==> config.mk <==
export PLATFORM = sky130hd
export DESIGN_NAME = fsc_core
export DESIGN_NICKNAME = d
export VERILOG_FILES = /design/src/rtl/fsc_core.v
export VERILOG_INCLUDE_DIRS = /design/src /design/src/rtl
export SDC_FILE = /design/constraint.sdc
export NUM_CORES = 1
export LEC_CHECK = 0
export ABC_AREA = 0
export BUFFER_PORTS_ARGS = -buffer_cell sky130_fd_sc_hd__buf_2
export CAP_MARGIN = 25
export CORE_MARGIN = 2
export CORE_UTILIZATION = 30
export CTS_CLUSTER_SIZE = 24
export DETAILED_ROUTE_END_ITERATION = 16
export GPL_TIMING_DRIVEN = 0
export PLACE_DENSITY = 0.58
export SLEW_MARGIN = 10
export SYNTH_ARGS = -nofsm -noshare
export SYNTH_HDL_FRONTEND = slang
export SYNTH_SLANG_ARGS = --single-unit
==> constraint.sdc <==
create_clock -name clk -period 2.75 [get_ports clk]
set_clock_uncertainty 0.05 [all_clocks]
set_input_delay 0.275 -clock clk [delete_from_list [all_inputs] [get_ports clk]]
set_output_delay 0.275 -clock clk [all_outputs]
set_load 0.005 [all_outputs]
==> src/rtl/fsc_defines.vh <==
`ifndef FSC_DEFINES_VH
`define FSC_DEFINES_VH
// ==========================================================
// Register byte offsets
`define FSC_A_CNT_LO    8'h00
`define FSC_A_CNT_MID   8'h04
`define FSC_A_CMD       8'h0c
`define FSC_A_STAT      8'h10
`define FSC_A_ISTAT     8'h14
`define FSC_A_PERIOD    8'h18
`define FSC_A_OFFSET    8'h1c
`define FSC_A_CTRL1     8'h20
`define FSC_A_CCF       8'h24
`define FSC_A_CTRL3     8'h30
`define FSC_A_CNT_HI    8'h38
`define FSC_A_DCMD      8'h40
`define FSC_A_DSTC      8'h44
`define FSC_A_DSPA      8'h48
`define FSC_A_DSTAT     8'h54
// ==========================================================
// Field positions
`define FSC_DCMD_INTE_D 6
`define FSC_DCMD_INTE_P 5
`define FSC_DCMD_MDL    4
`define FSC_DS_ERR      0
`define FSC_DS_POWER_DOWN_PIN     1
`define FSC_DS_DONE     3
`define FSC_DS_SCSI     4
`define FSC_DS_PAGE     5
`define FSC_C1_PAR_EN   4
`define FSC_C1_RST_IEN  6
`define FSC_C3_FCLK     3
`define FSC_C3_FAST     4
`define FSC_ST_PERR     5
`define FSC_IS_RST      7
`define FSC_IS_ILL      6
`define FSC_IS_DISC     5
`define FSC_IS_SVC      4
`define FSC_IS_DONE     3
`define FSC_IS_RESEL    2
// ==========================================================
// Command codes and constants
`define FSC_CMD_NOP     8'h00
`define FSC_CMD_NOP_D   8'h80
`define FSC_CMD_DEVRST  8'h02
`define FSC_CMD_BUSRST  8'h03
`define FSC_CMD_SETATN  8'h1a
`define FSC_CMD_CLRATN  8'h1b
`define FSC_FIFO_THR    2
`define FSC_DCMD_RST    8'h00
`define FSC_DSTC_MASK   32'h00ffffff
`endif

==> src/rtl/fsc_core.v <==
`include "fsc_defines.vh"

// Functional notes
// Reading the DMA status clears each DMA interrupt flag it returned.
// SCSI interrupt stays until status, state and interrupt status are read.
// DMA done or PCI address error interrupts only with command bit 6 set.
// The first assertion of the power-down pin raises an interrupt.
// Descriptor-list page completion interrupts only with command bit 5 set.
// Any SCSI interrupt sets DMA status bit 4.
// SCSI interrupts: reset, illegal code, disconnect, service, done, reselect.
// Count high byte reads a fixed identity code until the counter loads.
// FIFO tells DMA it is ready once two bytes are reached.
// Software sets fast bits, conversion factor 000 and period 04h for speed.
// Period register low five bits set the synchronous transfer period.
// Offset bits 7:6 shift REQ/ACK deassertion, mapping depends on fast clock.
// Offset bits 5:4 delay REQ/ACK assertion from zero to two clocks.
// SCSI parity is odd over eight data lines and parity line.
// Parity is always generated for every byte driven onto the bus.
// Control one bit 4 enables incoming parity check; hard reset clears it.
// Parity error sets status bit 5 and asserts ATN, no interrupt.
// Reset-device command resets the SCSI side only, not DMA registers.
// After reset-device, software must issue a no-operation command first.
// SCSI RST is bidirectional; an external assertion soft resets logic.
// Reset-bus command soft resets and drives RST until hard reset.
// Software reloads counts and address per element and restarts engines.
// Command 02h performs hard reset, 03h performs SCSI bus reset.
// Soft reset releases bus signals, disconnects, interrupts if bit 6 set.
// As initiator, bus free or selection timeout deasserts signals and empties command.
// Interrupt output follows any enabled DMA flag or SCSI summary flag.
module fsc_core #(
  parameter       FIFO_LW  = 7,
  parameter [7:0] BLOCK_ID = 8'h5a  // Arbitrary neutral identity value
) (
  input  wire               clk,
  input  wire               sys_rst,
  input  wire [7:0]         reg_addr,
  input  wire               reg_wr,
  input  wire               reg_rd,
  input  wire [31:0]        reg_wdata,
  output reg  [31:0]        reg_rdata_r,
  output reg                int_n_r,
  input  wire               dma_done_evt,
  input  wire               dma_addr_err_evt,
  input  wire               dma_page_evt,
  input  wire               power_down_pin,
  input  wire [3:0]         seq_evt,
  input  wire               bus_free_evt,
  input  wire               sel_timeout_evt,
  input  wire               initiator,
  input  wire [2:0]         seq_state,
  input  wire               xfer_byte,
  input  wire [FIFO_LW-1:0] fifo_level,
  output reg                fifo_dma_ready_r,
  output reg  [7:0]         cmd_code_r,
  output reg                cmd_valid_r,
  output reg                count_zero_r,
  output reg                sync_tick_r,
  output reg                fast_timing_enable_r,
  output reg                fast_clock_enable_r,
  output reg  [2:0]         clk_conv_r,
  input  wire               hs_req,
  output reg                scsi_reqack_r,
  input  wire [7:0]         tx_data,
  input  wire               tx_valid,
  output reg  [7:0]         scsi_db_out_r,
  output reg                scsi_dbp_out_r,
  output reg                scsi_db_oe_r,
  input  wire [7:0]         scsi_db_in,
  input  wire               scsi_dbp_in,
  input  wire               rx_strobe,
  output reg                scsi_atn_r,
  input  wire               scsi_rst_in,
  output reg                scsi_rst_out_r,
  output reg                scsi_rst_oe_r,
  output reg                disconnected_r
);

  // ========================================================
  // Pin synchronisers
  reg [2:0] rst_sy_r;
  reg [2:0] pd_sy_r;
  reg       rst_lvl_r;
  reg       pd_lvl_r;
  reg       pd_seen_r;
  reg [7:0] db_s1_r;
  reg [7:0] db_s2_r;
  reg       dbp_s1_r;
  reg       dbp_s2_r;
  reg [1:0] rxs_r;
  always @(posedge clk) begin
    if (sys_rst) begin
      rst_sy_r  <= 3'h0;
      pd_sy_r   <= 3'h0;
      rst_lvl_r <= 1'b0;
      pd_lvl_r  <= 1'b0;
      rxs_r     <= 2'h0;
    end else begin
      rst_sy_r <= {rst_sy_r[1:0], scsi_rst_in};
      pd_sy_r  <= {pd_sy_r[1:0], power_down_pin};
      if (rst_sy_r[1] == rst_sy_r[2])
        rst_lvl_r <= rst_sy_r[2];
      if (pd_sy_r[1] == pd_sy_r[2])
        pd_lvl_r <= pd_sy_r[2];
      rxs_r <= {rxs_r[0], rx_strobe};
    end
    db_s1_r  <= scsi_db_in;
    db_s2_r  <= db_s1_r;
    dbp_s1_r <= scsi_dbp_in;
    dbp_s2_r <= dbp_s1_r;
  end

  wire pd_first  = pd_sy_r[2] & (pd_sy_r[1] == pd_sy_r[2]) &
                   ~pd_lvl_r & ~pd_seen_r;
  wire ext_rst   = rst_sy_r[2] & (rst_sy_r[1] == rst_sy_r[2]) &
                   ~rst_lvl_r & ~scsi_rst_oe_r;
  wire rx_check  = rxs_r[1];
  wire par_bad   = ~(^{db_s2_r, dbp_s2_r});

  // ========================================================
  // Command decode
  wire       wr_cmd  = reg_wr & (reg_addr == `FSC_A_CMD);
  wire [7:0] wcode   = reg_wdata[7:0];
  reg        need_nop_r;
  reg        legal;
  always @* begin
    case (wcode)
      8'h00, 8'h80, 8'h01, 8'h02, 8'h03,
      8'h10, 8'h90, 8'h11, 8'h91, 8'h12, 8'h98, 8'h1a, 8'h1b,
      8'h41, 8'hc1, 8'h42, 8'hc2, 8'h43, 8'hc3,
      8'h44, 8'hc4, 8'h45, 8'h46, 8'hc6: legal = 1'b1;
      default:                           legal = 1'b0;
    endcase
  end
  wire is_nop   = (wcode == `FSC_CMD_NOP) | (wcode == `FSC_CMD_NOP_D);
  wire cmd_take = wr_cmd & legal & (~need_nop_r | is_nop);
  wire dev_rst  = cmd_take & (wcode == `FSC_CMD_DEVRST);
  wire bus_rst  = cmd_take & (wcode == `FSC_CMD_BUSRST);
  wire cmd_ill  = wr_cmd & ~legal;
  wire hrst     = sys_rst | dev_rst;
  wire srst     = bus_rst | ext_rst;
  wire drst     = initiator & (bus_free_evt | sel_timeout_evt);

  // ========================================================
  // SCSI registers
  reg [23:0] start_cnt_r;
  reg [23:0] cur_cnt_r;
  reg        id_valid_r;
  reg [7:0]  period_r;
  reg [7:0]  offset_r;
  reg [7:0]  ctrl1_r;
  reg [7:0]  ctrl3_r;
  reg        perr_r;
  reg [7:0]  istat_r;
  reg [2:0]  seen_r;
  wire rd_stat  = reg_rd & (reg_addr == `FSC_A_STAT);
  wire rd_state = reg_rd & (reg_addr == `FSC_A_PERIOD);
  wire rd_istat = reg_rd & (reg_addr == `FSC_A_ISTAT);
  wire [7:0] ev;
  assign ev[`FSC_IS_RST]   = srst & ctrl1_r[`FSC_C1_RST_IEN];
  assign ev[`FSC_IS_ILL]   = cmd_ill;
  assign ev[`FSC_IS_DISC]  = seq_evt[0];
  assign ev[`FSC_IS_SVC]   = seq_evt[1];
  assign ev[`FSC_IS_DONE]  = seq_evt[2];
  assign ev[`FSC_IS_RESEL] = seq_evt[3];
  assign ev[1:0]           = 2'h0;
  wire [2:0] seen_nxt = seen_r | {rd_istat, rd_state, rd_stat};
  wire scsi_clr = (&seen_nxt) & (|istat_r) & ~(|ev);
  wire perr_evt = rx_check & ctrl1_r[`FSC_C1_PAR_EN] & par_bad;
  wire dma_cmd  = cmd_take & wcode[7];
  wire wr_hi    = reg_wr & (reg_addr == `FSC_A_CNT_HI);
  always @(posedge clk) begin
    if (hrst) begin
      start_cnt_r <= 24'h0;
      cur_cnt_r   <= 24'h0;
      id_valid_r  <= 1'b1;
      period_r    <= 8'h0;
      offset_r    <= 8'h0;
      ctrl1_r     <= 8'h0;
      ctrl3_r     <= 8'h0;
      clk_conv_r  <= 3'h0;
      perr_r      <= 1'b0;
      istat_r     <= 8'h0;
      seen_r      <= 3'h0;
    end else begin
      if (reg_wr) begin
        case (reg_addr)
          `FSC_A_CNT_LO:  start_cnt_r[7:0]   <= reg_wdata[7:0];
          `FSC_A_CNT_MID: start_cnt_r[15:8]  <= reg_wdata[7:0];
          `FSC_A_CNT_HI:  start_cnt_r[23:16] <= reg_wdata[7:0];
          `FSC_A_PERIOD:  period_r           <= reg_wdata[7:0];
          `FSC_A_OFFSET:  offset_r           <= reg_wdata[7:0];
          `FSC_A_CTRL1:   ctrl1_r            <= reg_wdata[7:0];
          `FSC_A_CTRL3:   ctrl3_r            <= reg_wdata[7:0];
          `FSC_A_CCF:     clk_conv_r         <= reg_wdata[2:0];
          default: ;
        endcase
      end
      if (dma_cmd)
        cur_cnt_r <= start_cnt_r;
      else if (xfer_byte && cur_cnt_r != 24'h0)
        cur_cnt_r <= cur_cnt_r - 24'h1;
      if (dma_cmd | wr_hi)
        id_valid_r <= 1'b0;
      if (perr_evt)
        perr_r <= 1'b1;
      else if (rd_stat)
        perr_r <= 1'b0;
      if (scsi_clr) begin
        istat_r <= 8'h0;
        seen_r  <= 3'h0;
      end else begin
        istat_r <= istat_r | ev;
        seen_r  <= (|istat_r) ? seen_nxt : 3'h0;
      end
    end
  end

  // ========================================================
  // Command issue, ATN, RST drive and disconnected state
  always @(posedge clk) begin
    if (hrst) begin
      need_nop_r     <= dev_rst;
      cmd_code_r     <= 8'h0;
      cmd_valid_r    <= 1'b0;
      scsi_atn_r     <= 1'b0;
      scsi_rst_out_r <= 1'b0;
      scsi_rst_oe_r  <= 1'b0;
      disconnected_r <= 1'b1;
    end else begin
      cmd_valid_r <= cmd_take & ~srst & ~drst;
      if (cmd_take)
        cmd_code_r <= wcode;
      if (cmd_take & is_nop)
        need_nop_r <= 1'b0;
      if (drst)
        cmd_code_r <= 8'h0;
      if (bus_rst) begin
        scsi_rst_out_r <= 1'b1;
        scsi_rst_oe_r  <= 1'b1;
      end
      if (srst | drst) begin
        scsi_atn_r     <= 1'b0;
        disconnected_r <= 1'b1;
      end else begin
        if (perr_evt | (cmd_take & (wcode == `FSC_CMD_SETATN)))
          scsi_atn_r <= 1'b1;
        else if (cmd_take & (wcode == `FSC_CMD_CLRATN))
          scsi_atn_r <= 1'b0;
        if (seq_evt[3] | (cmd_take & wcode[6]))
          disconnected_r <= 1'b0;
      end
    end
  end

  // ========================================================
  // Sync timing, REQ/ACK shaping, data drive
  reg [4:0] per_cnt_r;
  reg [2:0] hs_hist_r;
  reg [1:0] a_dly;
  reg [1:0] d_dly;
  reg       tap_a;
  reg       tap_d;
  always @* begin
    a_dly = {1'b0, offset_r[5]} + {1'b0, offset_r[4]};
    case ({ctrl3_r[`FSC_C3_FCLK], offset_r[7:6]})
      3'b000:  d_dly = 2'd0;
      3'b001:  d_dly = 2'd1;
      3'b010:  d_dly = 2'd1;
      3'b011:  d_dly = 2'd2;
      3'b100:  d_dly = 2'd0;
      3'b101:  d_dly = 2'd0;
      3'b110:  d_dly = 2'd1;
      default: d_dly = 2'd2;
    endcase
    tap_a = (a_dly == 2'd0) ? hs_req : hs_hist_r[a_dly - 2'd1];
    tap_d = (d_dly == 2'd0) ? hs_req : hs_hist_r[d_dly - 2'd1];
  end

  wire [4:0] per_val = (period_r[4:0] == 5'h0) ? 5'h1 : period_r[4:0];
  always @(posedge clk) begin
    if (hrst | srst | drst) begin
      per_cnt_r      <= 5'h0;
      sync_tick_r    <= 1'b0;
      hs_hist_r      <= 3'h0;
      scsi_reqack_r  <= 1'b0;
      scsi_db_out_r  <= 8'h0;
      scsi_dbp_out_r <= 1'b0;
      scsi_db_oe_r   <= 1'b0;
    end else begin
      sync_tick_r <= 1'b0;
      if (offset_r[3:0] == 4'h0) begin
        per_cnt_r <= 5'h0;
      end else if (per_cnt_r <= 5'h1) begin
        per_cnt_r   <= per_val;
        sync_tick_r <= 1'b1;
      end else begin
        per_cnt_r <= per_cnt_r - 5'h1;
      end
      hs_hist_r <= {hs_hist_r[1:0], hs_req};
      if (scsi_reqack_r)
        scsi_reqack_r <= tap_d;
      else
        scsi_reqack_r <= tap_a;
      scsi_db_oe_r <= tx_valid;
      if (tx_valid) begin
        scsi_db_out_r  <= tx_data;
        scsi_dbp_out_r <= ~(^tx_data);
      end
    end
  end

  // ========================================================
  // DMA registers and status
  reg [7:0]  dcmd_r;
  reg [23:0] dstc_r;
  reg [31:0] dspa_r;
  reg [5:0]  dflag_r;
  wire       rd_dstat = reg_rd & (reg_addr == `FSC_A_DSTAT);
  wire       scsi_pend = |istat_r;
  wire [5:0] dset;
  assign dset[`FSC_DS_ERR]  = dma_addr_err_evt &
                              dcmd_r[`FSC_DCMD_INTE_D];
  assign dset[`FSC_DS_POWER_DOWN_PIN] = pd_first;
  assign dset[2]            = 1'b0;
  assign dset[`FSC_DS_DONE] = dma_done_evt &
                              dcmd_r[`FSC_DCMD_INTE_D];
  assign dset[`FSC_DS_SCSI] = 1'b0;
  assign dset[`FSC_DS_PAGE] = dma_page_evt & dcmd_r[`FSC_DCMD_MDL] &
                              dcmd_r[`FSC_DCMD_INTE_P];

  always @(posedge clk) begin
    if (sys_rst) begin
      dcmd_r    <= `FSC_DCMD_RST;
      dstc_r    <= 24'h0;
      dspa_r    <= 32'h0;
      dflag_r   <= 6'h0;
      pd_seen_r <= 1'b0;
    end else begin
      if (reg_wr) begin
        case (reg_addr)
          `FSC_A_DCMD: dcmd_r <= reg_wdata[7:0];
          `FSC_A_DSTC: dstc_r <= reg_wdata[23:0];
          `FSC_A_DSPA: dspa_r <= reg_wdata;
          default: ;
        endcase
      end
      if (pd_first)
        pd_seen_r <= 1'b1;
      if (rd_dstat)
        dflag_r <= dset;
      else
        dflag_r <= dflag_r | dset;
    end
  end

  // ========================================================
  // Read mux, interrupt and FIFO ready outputs
  reg [31:0] rmux;
  always @* begin
    case (reg_addr)
      `FSC_A_CNT_LO:  rmux = {24'h0, cur_cnt_r[7:0]};
      `FSC_A_CNT_MID: rmux = {24'h0, cur_cnt_r[15:8]};
      `FSC_A_CNT_HI:  rmux = {24'h0, id_valid_r ? BLOCK_ID :
                              cur_cnt_r[23:16]};
      `FSC_A_STAT:    rmux = {26'h0, perr_r, 5'h0};
      `FSC_A_ISTAT:   rmux = {24'h0, istat_r};
      `FSC_A_PERIOD:  rmux = {29'h0, seq_state};
      `FSC_A_CTRL1:   rmux = {24'h0, ctrl1_r};
      `FSC_A_CTRL3:   rmux = {24'h0, ctrl3_r};
      `FSC_A_DCMD:    rmux = {24'h0, dcmd_r};
      `FSC_A_DSTC:    rmux = {8'h0, dstc_r};
      `FSC_A_DSPA:    rmux = dspa_r;
      `FSC_A_DSTAT:   rmux = {26'h0, dflag_r[5],
                              scsi_pend, dflag_r[3:0]};
      default:        rmux = 32'h0;
    endcase
  end

  always @(posedge clk) begin
    if (sys_rst) begin
      reg_rdata_r          <= 32'h0;
      int_n_r              <= 1'b1;
      fifo_dma_ready_r     <= 1'b0;
      count_zero_r         <= 1'b1;
      fast_timing_enable_r <= 1'b0;
      fast_clock_enable_r  <= 1'b0;
    end else begin
      if (reg_rd)
        reg_rdata_r <= rmux;
      int_n_r <= ~((|dflag_r) | scsi_pend);
      fifo_dma_ready_r <= (fifo_level >= `FSC_FIFO_THR);
      count_zero_r <= (cur_cnt_r == 24'h0);
      fast_timing_enable_r <= ctrl3_r[`FSC_C3_FAST];
      fast_clock_enable_r  <= ctrl3_r[`FSC_C3_FCLK];
    end
  end

endmodule

==> results of run 1 <==
cell type report:
class | instances | area [µm²] | share of cell area [%]
clock inverters | 9 | 101.3 | 0.7526
flip-flops and latches | 258 | 5175 | 38.43
multi-input cells | 841 | 5096 | 37.84
repair buffers | 203 | 1294 | 9.607
clock buffers | 43 | 828.3 | 6.151
plain buffers | 82 | 341.6 | 2.536
well taps | 461 | 576.8 | 4.283
inverters | 13 | 48.80 | 0.3624
diodes | 2 | 5.005 | 0.03716
through the flow:
stage / area (µm²) / setup slack, ns / setup TNS (ns) / power [mW] / cells
after floorplan: 10660 / 0.5314 / 0 / 5.547 / 1194
after global placement: 11950 / -0.3176 / -22.57 / 6.046 / 1799
after detailed placement: 11950 / -0.3596 / -25.75 / 6.052 / 1799
after CTS: 13430 / 0.1526 / 0 / 9.890 / 1906
after global routing: 13460 / 0.009818 / 0 / 10.27 / 1911
final: 13470 / 0.1852 / 0 / 9.840 / 1912
per-layer routing:
layer,up-vias,track usage [%]
met5,-,0
met4,2,4.433
met3,52,3.419
met2,336,29.84
met1,4578,23.83
li1,4661,-
registers in the layout, indices dropped and copies added (netlist names), 4 cells and up:
register       cells
start_cnt_r       24
cur_cnt_r         24
per_cnt_r          5
scsi_db_out_r      8
reg_rdata_r       32
dspa_r            32
db_s1_r            8
istat_r            6
offset_r           8
dstc_r            24
dcmd_r             8
ctrl1_r            8
dflag_r            4
db_s2_r            8
cmd_code_r         8
ctrl3_r            8
period_r           5
what timing repair did:
action | 4_1_cts | 5_1_grt
resized for setup | 0 | 1
hold endpoints to repair | 69 | 0
endpoints found under the setup margin | 0 | 2
hold buffers | 55 | 0
worst max path at each step:
stage | start | endpoint | cells after the start
2_1_floorplan | cur_cnt_r[6]$_SDFFE_PP0P_ | cur_cnt_r[3]$_SDFFE_PP0P_ | 7
4_1_cts | cur_cnt_r[0]$_SDFFE_PP0P_ | cur_cnt_r[16]$_SDFFE_PP0P_ | 8
5_1_grt | reg_wdata[5] | id_valid_r$_SDFFE_PP1P_ | 10
6_report | reg_wdata[5] | id_valid_r$_SDFFE_PP1P_ | 10
3_3_place_gp | reg_wdata[5] | id_valid_r$_SDFFE_PP1P_ | 10
3_5_place_dp | reg_wdata[5] | id_valid_r$_SDFFE_PP1P_ | 10
synthesized netlist by cell type, types with 7 or more instances:
library cell / number / area share [%]
or4_1: 9 / 0.63
nand3_1: 16 / 0.75
mux2i_1: 83 / 7.8
nand4_1: 7 / 0.41
a222oi_1: 18 / 1.7
nand2_1: 151 / 5.3
clkbuf_1: 56 / 2.0
nor3_1: 21 / 0.99
a22o_1: 11 / 0.90
o21ai_0: 20 / 0.94
inv_1: 11 / 0.39
buf_2: 21 / 0.99
nor2b_1: 16 / 0.94
a22oi_1: 20 / 1.4
a211oi_1: 29 / 2.0
nand2b_1: 7 / 0.41
xnor2_1: 28 / 2.3
dfxtp_1: 257 / 48
ha_1: 7 / 0.82
nor3b_1: 9 / 0.63
nor2_1: 192 / 6.8
a21oi_1: 93 / 4.4
nor4_1: 7 / 0.41
xor2_1: 8 / 0.66
cells by family (layout without fill, tap and decap cells):
| kind of cell | count (synthesis) | count (layout) | synth area share [%] |
|---|---|---|---|
| other | 0 | 2 | 0 |
| multiplexers | 83 | 83 | 7.796 |
| buffers and inverters | 95 | 350 | 3.663 |
| XOR/XNOR | 36 | 36 | 2.959 |
| flip-flops | 258 | 258 | 48.56 |
| AO/OA/AOI/OAI | 237 | 237 | 15.10 |
| AND/OR/NAND/NOR | 477 | 477 | 21.00 |
| adder cells (fa/ha/maj) | 8 | 8 | 0.9158 |
critical path: stages:
cell and delay (ns):
buf_2 0.09, clkbuf_1 0.71, nor3_1 0.18, and2_1 0.23, o211a_1 0.17, o311ai_1 0.57
buf_2 0.33, buf_4 0.25, nand3_1 0.10, nand2_1 0.09
where the power goes:
part / leakage (nW) / switching [mW] / total, mW / internal (mW)
clock: 0.456 / 1.51 / 3.77 / 2.26
sequential: 2.10 / 0.253 / 4.19 / 3.93
combinational: 3.00 / 1.04 / 1.88 / 0.839
==> flow_summary.json, run 1 <==
{
  "via_per_inst": 5.036,
  "fin_nets": 1521,
  "areaGrowthSynthToFinish_pct": 26.37,
  "total_leakage_power_nw": 5.549,
  "grt_max_degree": 14,
  "r2r_start": "cur_cnt_r[6]$_SDFFE_PP0P_",
  "rsz0062_at_grt": "false",
  "die_area_mm2": 0.03704,
  "drtIter0Drc": 726,
  "syn_area_mm2": 0.01066,
  "max_freq_mhz": 389.9,
  "die_w_um": 192.5,
  "holdPathStages": 3,
  "core_mm2": 0.03531,
  "yosysSeqAreaShare_pct": 48.56,
  "critPathArrivalTime_ns": 3.00,
  "slew_viol_final": 0,
  "final_common_cell": "dfxtp_1",
  "hold_path.startpoint": "reg_wdata[4]",
  "hold_end": "offset_r[4]$_SDFFE_PP0P_",
  "route.met3.wl_um": 2213,
  "wl_um": 33760,
  "final-setup-viol-count": 0,
  "grt_overflow": 0,
  "drt-met1-wl_um": 15110,
  "place_hpwl_um": 24050,
  "dr.pass1.iters": 6,
  "grt_pass1_wl_um": 51820,
  "cts_tree": "yes",
  "nFillCells": 3558,
  "synth-seq-cells": 258,
  "drv_cap": 0,
  "post-route-period-util_pct": 93.27,
  "path_class": "in -> reg",
  "syn_inst": 1194,
  "num_vias": 9629,
  "antenna_found_initial": 3,
  "critPathLaunchType": "primary input",
  "io_buffers": 144,
  "synth_fp_nets": 1288,
  "highest_layer": "met5",
  "hold_path.class": "in -> reg",
  "post_cts_buffers": 0,
  "powerDensity_mw_per_mm2": 730.7,
  "grt.total_usage_pct": 17.91,
  "dr_wl_met2_um": 15720,
  "clock_latency_ns": 0.54,
  "min_period_ns": 2.565,
  "yosys_most_used_dff": "dfxtp_1",
  "synth-edff-count": 1,
  "end_kind": "flop",
  "drc": 0,
  "r2r_setup_slack_ns": 0.22,
  "clock_sinks": 258,
  "outcome": "completed",
  "ant_nets": 0,
  "layout_common_cells": "257 x dfxtp_1, 192 x nor2_1, 165 x buf_2",
  "wl_per_cell_um": 17.65,
  "syn_area_per_cell_um2": 8.925,
  "post-route-util_pct": 38.14,
  "cts_buffer_depth": 3,
  "clock-root-buffer": "clkbuf_16",
  "path_clk_slew_ns": 0.06,
  "tightest_slew_ns": 1.011,
  "ir_drop_mv": 0.5322,
  "drive_above_1_share_pct": 16.29,
  "initial_core_util_pct": 30.18,
  "yosysUniqueCellTypes": 78,
  "cts_buffers": 28,
  "grt_pass1_vias": 9156,
  "cts_max_level": 1,
  "ys.warnings.count": 0,
  "die_y_um": 192.5,
  "ff2ff_path_depth": 7,
  "core.rowCount": 69,
  "crit_fanout": 10,
  "fin_hold_ws_ns": 0.03014,
  "ios": 152,
  "slew-limit-headroom_pct": 32.60,
  "ys_async_sr_fraction_pct": 0,
  "critPathRequiredTime_ns": 3.18,
  "gp_congestion": 0.9275,
  "finalHoldViolations": 0,
  "r2r_end": "cur_cnt_r[8]$_SDFFE_PP0P_"
}
Power figures use the tool's default switching activity.
==> run 2: changes to the inputs <==
--- a/config.mk
+++ b/config.mk
@@ -14,7 +14,8 @@
 export CTS_CLUSTER_SIZE = 24
 export DETAILED_ROUTE_END_ITERATION = 16
 export GPL_TIMING_DRIVEN = 0
-export PLACE_DENSITY = 0.58
+export MAX_ROUTING_LAYER = met4
+export PLACE_DENSITY = 0.56
 export SLEW_MARGIN = 10
 export SYNTH_ARGS = -nofsm -noshare
 export SYNTH_HDL_FRONTEND = slang
==> flow_summary.json, run 2 (same netlist as run 1, synthesis figures left out) <==
{
  "critPathRequiredTime_ns": 3.19,
  "cts_tree": "yes",
  "route.met3.wl_um": 2327,
  "post_cts_buffers": 0,
  "die_y_um": 192.5,
  "slew-limit-headroom_pct": 29.67,
  "final-setup-viol-count": 0,
  "drt-met1-wl_um": 15560,
  "end_kind": "flop",
  "final_common_cell": "dfxtp_1",
  "die_w_um": 192.5,
  "total_leakage_power_nw": 5.554,
  "post-route-util_pct": 38.21,
  "areaGrowthSynthToFinish_pct": 26.59,
  "ios": 152,
  "outcome": "completed",
  "layout_common_cells": "257 x dfxtp_1, 192 x nor2_1, 166 x buf_2",
  "path_clk_slew_ns": 0.06,
  "grt_overflow": 0,
  "post-place-cells": 1799,
  "via_per_inst": 5.014,
  "num_vias": 9577,
  "max_freq_mhz": 392.9,
  "ir_drop_mv": 0.4568,
  "crit_fanout": 10,
  "gp_congestion": 0.9238,
  "initial_core_util_pct": 30.18,
  "critPathArrivalTime_ns": 2.98,
  "reg_top3": "dspa_r x32, reg_rdata_r x32",
  "highest_layer": "met4",
  "grt.total_usage_pct": 18.60,
  "fin_hold_ws_ns": 0.1560,
  "clock_sinks": 258,
  "dr.pass1.iters": 6,
  "min_period_ns": 2.545,
  "tns_ns": 0,
  "grt_pass1_wl_um": 51960,
  "drive_above_1_share_pct": 16.18,
  "grt_max_degree": 14,
  "core_mm2": 0.03531,
  "clock-root-buffer": "clkbuf_16",
  "fin_nets": 1520,
  "core.rowCount": 69,
  "rsz0062_at_grt": "false",
  "drtIter0Drc": 814,
  "powerDensity_mw_per_mm2": 736.7,
  "clock_latency_ns": 0.54,
  "finalHoldViolations": 0,
  "grt_pass1_vias": 9047,
  "post-route-period-util_pct": 92.54,
  "slew_viol_final": 0,
  "ant_nets": 0,
  "cts_buffer_depth": 3,
  "wl_um": 34290,
  "wl_per_cell_um": 17.95,
  "cts_buffers": 28,
  "path_class": "in -> reg",
  "ff2ff_path_depth": 7,
  "place_hpwl_um": 24350,
  "drc": 0,
  "io_buffers": 144,
  "final_cells": 1910,
  "tightest_slew_ns": 1.055,
  "cts_max_level": 1,
  "critPathLaunchType": "primary input",
  "holdPathStages": 3,
  "dr_wl_met2_um": 15600,
  "antenna_found_initial": 3,
  "die_area_mm2": 0.03704,
  "drv_cap": 0,
  "hold_path.class": "in -> reg"
}
-- run 2: through the flow --
step	area (µm²)	total power, mW	setup WS [ns]
6_report	13490	9.939	0.2051
5_1_grt	13490	10.38	0.01438
4_1_cts	13450	9.997	0.1924
3_5_place_dp	11950	6.070	-0.3592
3_3_place_gp	11950	6.064	-0.3379
2_1_floorplan	10660	5.547	0.5314
-- run 2: worst paths after layout --
| path | from | end | slack [ns] |
|---|---|---|---|
| setup / recovery | reg_wdata[5] | id_valid_r$_SDFFE_PP1P_ | 0.21 |
| setup reg to reg | cur_cnt_r[6]$_SDFFE_PP0P_ | cur_cnt_r[8]$_SDFFE_PP0P_ | 0.21 |
| hold reg to reg | db_s1_r[1]$_DFF_P_ | db_s2_r[1]$_DFF_P_ | 0.28 |
| hold / removal | reg_wdata[2] | clk_conv_r[2]$_SDFFE_PP0P_ | 0.16 |
-- run 2: area by class of cell --
cell class                 count  area (µm²)
buffer                        82       341.6
fill                        3585       21820
clock buffer                  41       810.8
sequential                   258        5175
clock inverter                 9       128.9
tap                          461       576.8
antenna                        3       7.507
inverter                      13       48.80
timing repair buffer         202        1291
multi-input combinational    841        5110
-- run 2: layer usage --
metal  up-vias  GRT usage [%]
met5         -              -
met4         0          5.578
met3        55          3.055
met2       310          28.83
met1      4556          24.90
li1       4656              -
-- run 2: power by group --
group	switching, mW	internal, mW	leakage [nW]
Combinational	1.04	0.840	3.00
Sequential	0.270	3.93	2.10
Clock	1.53	2.32	0.460
Total	2.85	7.09	5.55
-- run 2: what timing repair did --
| action | in CTS | in global routing |
|---|---|---|
| hold endpoints to repair | 70 | 0 |
| hold buffers | 56 | 0 |
| gates resized for setup | 0 | 3 |
| endpoints found under the setup margin | 0 | 19 |
-- run 2: worst max-delay path, cell delays in order --
cell and delay [ns]:
buf_2 0.10, clkbuf_1 0.72, nor3_1 0.18, and2_1 0.23
o211a_1 0.17, o311ai_1 0.54, buf_2 0.33, buf_4 0.25
nand3_1 0.10, nand2_1 0.09
